$ cat config.mk
export PLATFORM = sky130hd
export DESIGN_NAME = nv_commit_timer
export DESIGN_NICKNAME = d
export VERILOG_FILES = /design/src/rtl/tmode_pkg.sv /design/src/rtl/nv_commit_timer.sv
export SDC_FILE = /design/constraint.sdc
export NUM_CORES = 1
export LEC_CHECK = 0
export BUFFER_PORTS_ARGS = -buffer_cell sky130_fd_sc_hd__buf_2
export CORE_UTILIZATION = 40
export DETAILED_ROUTE_END_ITERATION = 16
export SYNTH_ARGS = -nofsm -noshare
export SYNTH_HDL_FRONTEND = slang
export SYNTH_SLANG_ARGS = --single-unit
$ cat constraint.sdc
create_clock -name sys_clk -period 5 [get_ports sys_clk]
set_input_delay 0 -clock sys_clk [delete_from_list [all_inputs] [get_ports sys_clk]]
set_output_delay 0 -clock sys_clk [all_outputs]
set_load 0.005 [all_outputs]
$ cat src/rtl/tmode_pkg.sv
/*
  constants, field layouts and mode enumeration for the factory test-mode
  sequencer and serial trim/feature loader.
  assumes a single 10 MHz system clock domain; all pins arrive asynchronous.
*/
`default_nettype none
package tmode_pkg;
  // clock and nonvolatile commit timing
  localparam int SYS_CLK_HZ       = 10_000_000;
  localparam int NV_WRITE_TIME_US = 100;   // nonvolatile commit busy time
  localparam int NV_WRITE_CYCLES  = (NV_WRITE_TIME_US * (SYS_CLK_HZ / 1_000_000) < 1) ? 1 :
                                    NV_WRITE_TIME_US * (SYS_CLK_HZ / 1_000_000);
  localparam int NV_CNT_W         = 12;
  localparam logic [NV_CNT_W-1:0] NV_WRITE_CNT = NV_CNT_W'(NV_WRITE_CYCLES);

  // word widths
  localparam int CAL_W  = 17;
  localparam int FEAT_W = 18;
  localparam int SHIFT_W = 18;

  // mode-step counts from the first test mode
  localparam logic [4:0] STEP_FEATURE = 5'h02;
  localparam logic [4:0] STEP_STANDBY = 5'h04;
  localparam logic [4:0] STEP_HYST    = 5'h05;
  localparam logic [4:0] STEP_SILENCE = 5'h06;
  localparam logic [4:0] STEP_CHAMBER = 5'h07;
  localparam logic [4:0] STEP_SERIAL  = 5'h0A;
  localparam logic [4:0] STEP_MAX     = 5'h1F;

  // calibration word fields (zero-based; documented bit n is index n-1)
  localparam int STBY_LSB = 0;  localparam int STBY_W = 5;
  localparam int HYST_LSB = 5;  localparam int HYST_W = 3;
  localparam int SIL_LSB  = 8;  localparam int SIL_W  = 4;
  localparam int CHMB_LSB = 12; localparam int CHMB_W = 5;

  // feature word fields (zero-based)
  localparam int F_TONE     = 0;
  localparam int F_SIL_DISN = 1;
  localparam int F_SIL_ALRM = 2;
  localparam int F_SIL_CANC = 3;
  localparam int F_SIL_SHRT = 4;
  localparam int F_RECALL   = 5;
  localparam int F_MEMTO    = 6;   // 2 bits
  localparam int F_FLASH    = 8;
  localparam int F_CHIRP    = 9;
  localparam int F_LBSIL    = 10;
  localparam int F_SYNC     = 11;
  localparam int F_LOCDIS   = 12;
  localparam int F_GAS      = 13;
  localparam int F_EOL      = 14;
  localparam int F_LBTRIP   = 15;  // 2 bits
  localparam int F_UNIMPL   = 17;

  // sequencer modes, one-hot
  typedef enum logic [8:0] {
    MODE_NORMAL   = 9'h001,
    MODE_FIRST    = 9'h002,
    MODE_STEPPING = 9'h004,
    MODE_FEATURE  = 9'h008,
    MODE_STANDBY  = 9'h010,
    MODE_HYST     = 9'h020,
    MODE_SILENCE  = 9'h040,
    MODE_CHAMBER  = 9'h080,
    MODE_SERIAL   = 9'h100
  } mode_type;
endpackage
`default_nettype wire

$ cat src/rtl/nv_commit_timer.sv
/*
  busy timer for one nonvolatile commit: a start pulse loads the count,
  write strobe stays high until it runs out.
  assumes start only while idle; a start while busy is ignored.
*/
`default_nettype none
module nv_commit_timer
  import tmode_pkg::*;
(
  // clock and reset
  input  wire logic sys_clk,
  input  wire logic srst,
  // control
  input  wire logic start,
  // status
  output logic      busy
);
  typedef struct packed {
    logic [NV_CNT_W-1:0] cnt;  // cycles left
  } tmr_type;

  tmr_type st_r;
  tmr_type st_nxt;

  // count down, reload on start when idle
  always_comb begin
    st_nxt = st_r;
    if (st_r.cnt != '0) begin
      st_nxt.cnt = st_r.cnt - NV_CNT_W'(1);
    end else if (start) begin
      st_nxt.cnt = NV_WRITE_CNT;
    end
  end

  // registers
  always_ff @(posedge sys_clk) begin
    if (srst) begin
      st_r <= '0;
    end else begin
      st_r <= st_nxt;
    end
  end

  assign busy = (st_r.cnt != '0);
endmodule // nv_commit_timer
`default_nettype wire

==> reports/metrics.sh <==
CTS_RESIZED=0
TIMING.CRITICAL_PATH.ARRIVAL_NS=2.21
DIE_Y_MICRONS=42.7
DATA_REQUIRED_TIME_OF_THE_CRITICAL_PATH_NS=5.17
SYNTHTOLAYOUTAREAGROWTH_PCT=8.13
TOTALNEGATIVESETUPSLACK_NS=0
PLACEMENTROWS=14
LAYOUT_TOP_REGISTERS='st_r (12)'
CLOCK_SINK_COUNT=12
NUM-NETS-FINAL=89
SYNTH_CELL_TYPE_COUNT=30
WIRE_LENGTH_PER_CELL_AFTER_DETAILED_ROUTING_MICRONS=13.7
DPL_CELL_AREA_SQ_UM=693
DETAIL_ROUTE.FIRST_PASS.ITERATIONS=4
STATUS='finished clean'
DETAIL_ROUTE.VIAS_PER_CELL=5.97
FINAL-HOLD-VIOLATION-COUNT=0
H-TREE-DEPTH=1
STARTPOINT_TYPE='flop'
CTS_BUFFER_DEPTH=2
STATIC-LEAKAGE-POWER_nW=0.272
WORST_SLEW_MARGIN_RELATIVE_TO_ITS_LIMIT=0.477
FINAL-MAX-SLEW-VIOLATION-COUNT=0
MOST_FREQUENT_CELLS_IN_THE_LAYOUT='sky130_fd_sc_hd__dfxtp_1, sky130_fd_sc_hd__nor2_1, sky130_fd_sc_hd__inv_1, sky130_fd_sc_hd__nand2_1'
CORE_AREA_SQ_MM=0.00152
PERIOD_SHARE=0.409
CRITPATHMAXFANOUT=8
HOLD-PATH-CELL-COUNT=2
PERIOD_NEEDED_NS=2.05
TRITONCTS='done'
GR-USAGE-ALL-LAYERS=0.169
MAXCAPVIOLCOUNT=0
SYNTHESIS.INSTANCES=77
GP_ROUTABILITY_CONGESTION=0.801
CTS_ROOT_BUFFER='sky130_fd_sc_hd__clkbuf_4'
YS_FF_LATCH=12
HOLD_PATH.CLASS='in2reg'
FINALINSTANCEAREA_SQ_UM=716
ANT_NETS=0
PEAKVDDDROP_V=0.000370
YOSYSSEQAREASHARE=0.363
CTS-BUFFERS-INSERTED=3
POST-DP-HPWL_MICRONS=949
NUMBER_OF_NETS_PRODUCED_BY_SYNTHESIS=82
SYNTH.AVG_CELL_AREA_SQ_UM=8.60
REGISTERS.TOP_BY_FF_COUNT='st_r'
CTS-HOLD-FIX-BUFFERS=0
WORST_SETUP_PATH_END_KIND='flop'
WORST-SETUP-PATH-TYPE='reg2reg'
TIMING.CLOCK.SKEW_NS=0.00184
MAX_SLEW.WORST_PIN.SLEW_NS=0.777
FINAL.FILL_COUNT=144
ANTENNA_FOUND_INITIAL=0
WIRE_LENGTH_OF_THE_FIRST_GLOBAL_ROUTING_PASS_MICRONS=2350
TIMING.FMAX_GHz=0.489
INITIAL_UTIL=0.434
POWER_DENSITY_mW_PER_MM2=831
PORT_BUFFERS=3
GRT_START_MAX_NET_PINS=14
SYNTH_LARGEST_TYPE_AREA_FRACTION=0.363
DIE_AREA_SQ_MM=0.00182
PIN_COUNT=4
CHIPWIDTH_MICRONS=42.7
SYNTH_AREA_LEADERS='sky130_fd_sc_hd__dfxtp_1, sky130_fd_sc_hd__nor2_1, sky130_fd_sc_hd__a311oi_1'
MOST_FREQUENT_STANDARD_CELL_IN_THE_LAYOUT_EXCLUDING_FILL_AND_TAP_CELLS='sky130_fd_sc_hd__dfxtp_1'
POST_CTS.REPAIR.SETUP_BUFFERS=0
WORSTSKEWPAIRLATENCY_NS=0.27
FINALSETUPVIOLCOUNT=0
SYNTHESIS.YOSYS.WARNINGS=0
REG2REG_DEPTH=4
MAPPEDNETLISTAREA_SQ_UM=662
DRIVE_ABOVE_1_SHARE=0.183
DETAIL_ROUTE.ITER0.VIOLATIONS=25
GRT.OVERFLOW.TOTAL=0
FIRST_GLOBAL_VIAS=529
NUMBER_OF_FLIP_FLOPS_UNDER_THE_LARGEST_REGISTER_NAME=12
SYNTH_TOP_CELL_BY_AREA='sky130_fd_sc_hd__dfxtp_1'
DIODES=0
REMAINING_DRC_ERRORS=0
WIRELENGTH_MICRONS=1350
DR_TOTAL_VIAS=585
CLK_PIN_SLEW_NS=0.07
SETUP_REPAIR_AFTER_GLOBAL_ROUTING_MISSED_ITS_MARGIN='false'
Yosys cell counts:
cell	n
sky130_fd_sc_hd__a21oi_1	4
sky130_fd_sc_hd__a311oi_1	3
sky130_fd_sc_hd__a31oi_1	4
sky130_fd_sc_hd__a32oi_1	1
sky130_fd_sc_hd__clkbuf_1	1
sky130_fd_sc_hd__dfxtp_1	12
sky130_fd_sc_hd__ha_1	2
sky130_fd_sc_hd__inv_1	5
sky130_fd_sc_hd__mux2_2	2
sky130_fd_sc_hd__mux2_4	1
sky130_fd_sc_hd__mux2i_1	2
sky130_fd_sc_hd__nand2_1	5
sky130_fd_sc_hd__nand2b_1	1
sky130_fd_sc_hd__nand3_1	2
sky130_fd_sc_hd__nand3b_1	1
sky130_fd_sc_hd__nand4_1	1
sky130_fd_sc_hd__nand4b_1	1
sky130_fd_sc_hd__nor2_1	10
sky130_fd_sc_hd__nor3_1	3
sky130_fd_sc_hd__nor3b_1	1
sky130_fd_sc_hd__nor4_1	1
sky130_fd_sc_hd__nor4_4	1
sky130_fd_sc_hd__o21a_1	2
sky130_fd_sc_hd__o21ai_0	2
sky130_fd_sc_hd__o22ai_1	2
sky130_fd_sc_hd__or2_2	1
sky130_fd_sc_hd__or3_1	1
sky130_fd_sc_hd__or3_2	3
sky130_fd_sc_hd__or4_1	1
sky130_fd_sc_hd__or4_4	1
metrics by stage:
step	total power (W)	setup WS [ns]	utilization	hold WS (ns)	instances
after floorplan	0.000469	3.10	-	0.155	77
after global placement	0.000529	3.02	0.455	0.331	95
after detailed placement	0.000533	2.98	0.455	0.338	95
after CTS	0.000594	2.97	0.470	0.0553	98
after global routing	0.000653	2.86	0.470	0.0743	98
final	0.000594	2.95	0.470	0.0573	98
where the power goes:
group / internal [W] / switching, W
Sequential: 0.000139 / 0.0000546
Combinational: 0.000162 / 0.000180
Clock: 0.0000278 / 0.0000309
cell type report:
cell class	instances	area, sq um	area share
Timing Repair Buffer	3	15.0	0.0210
Multi-Input combinational cell	59	399	0.558
Tap cell	16	20.0	0.0280
Sequential cell	12	240	0.336
Clock buffer	3	22.5	0.0315
Inverter	5	18.8	0.0262
worst paths after layout:
kind | from | end | slack (ns)
worst min register to register | st_r[4] | st_r[4] | 0.51
worst max-delay path | st_r[7] | st_r[3] | 2.95
worst max register to register | st_r[7] | st_r[3] | 2.95
worst min-delay path | srst | st_r[1] | 0.06
worst max-delay path, cell delays in order (launching register included):
cell	delay [ns]
sky130_fd_sc_hd__dfxtp_1	0.37
sky130_fd_sc_hd__or4_4	0.60
sky130_fd_sc_hd__nor4_4	0.47
sky130_fd_sc_hd__mux2_4	0.34
sky130_fd_sc_hd__o21a_1	0.16
layer usage:
metal,vias to the layer above,routed length (microns),global-route usage
met4,0,14,0.0938
met3,2,24,0.0255
met5,-,0,0
met1,278,692,0.222
li1,296,-,-
met2,9,613,0.261
cells by family after synthesis:
| group | share of synthesized area |
|---|---|
| muxes | 0.0869 |
| AOI/OAI and AO/OA | 0.178 |
| buffers and inverters | 0.0340 |
| DFF | 0.363 |
| adders and majority gates | 0.0378 |
| and+or+nand+nor | 0.301 |
Note: power is estimated with default switching activity, not from simulation.
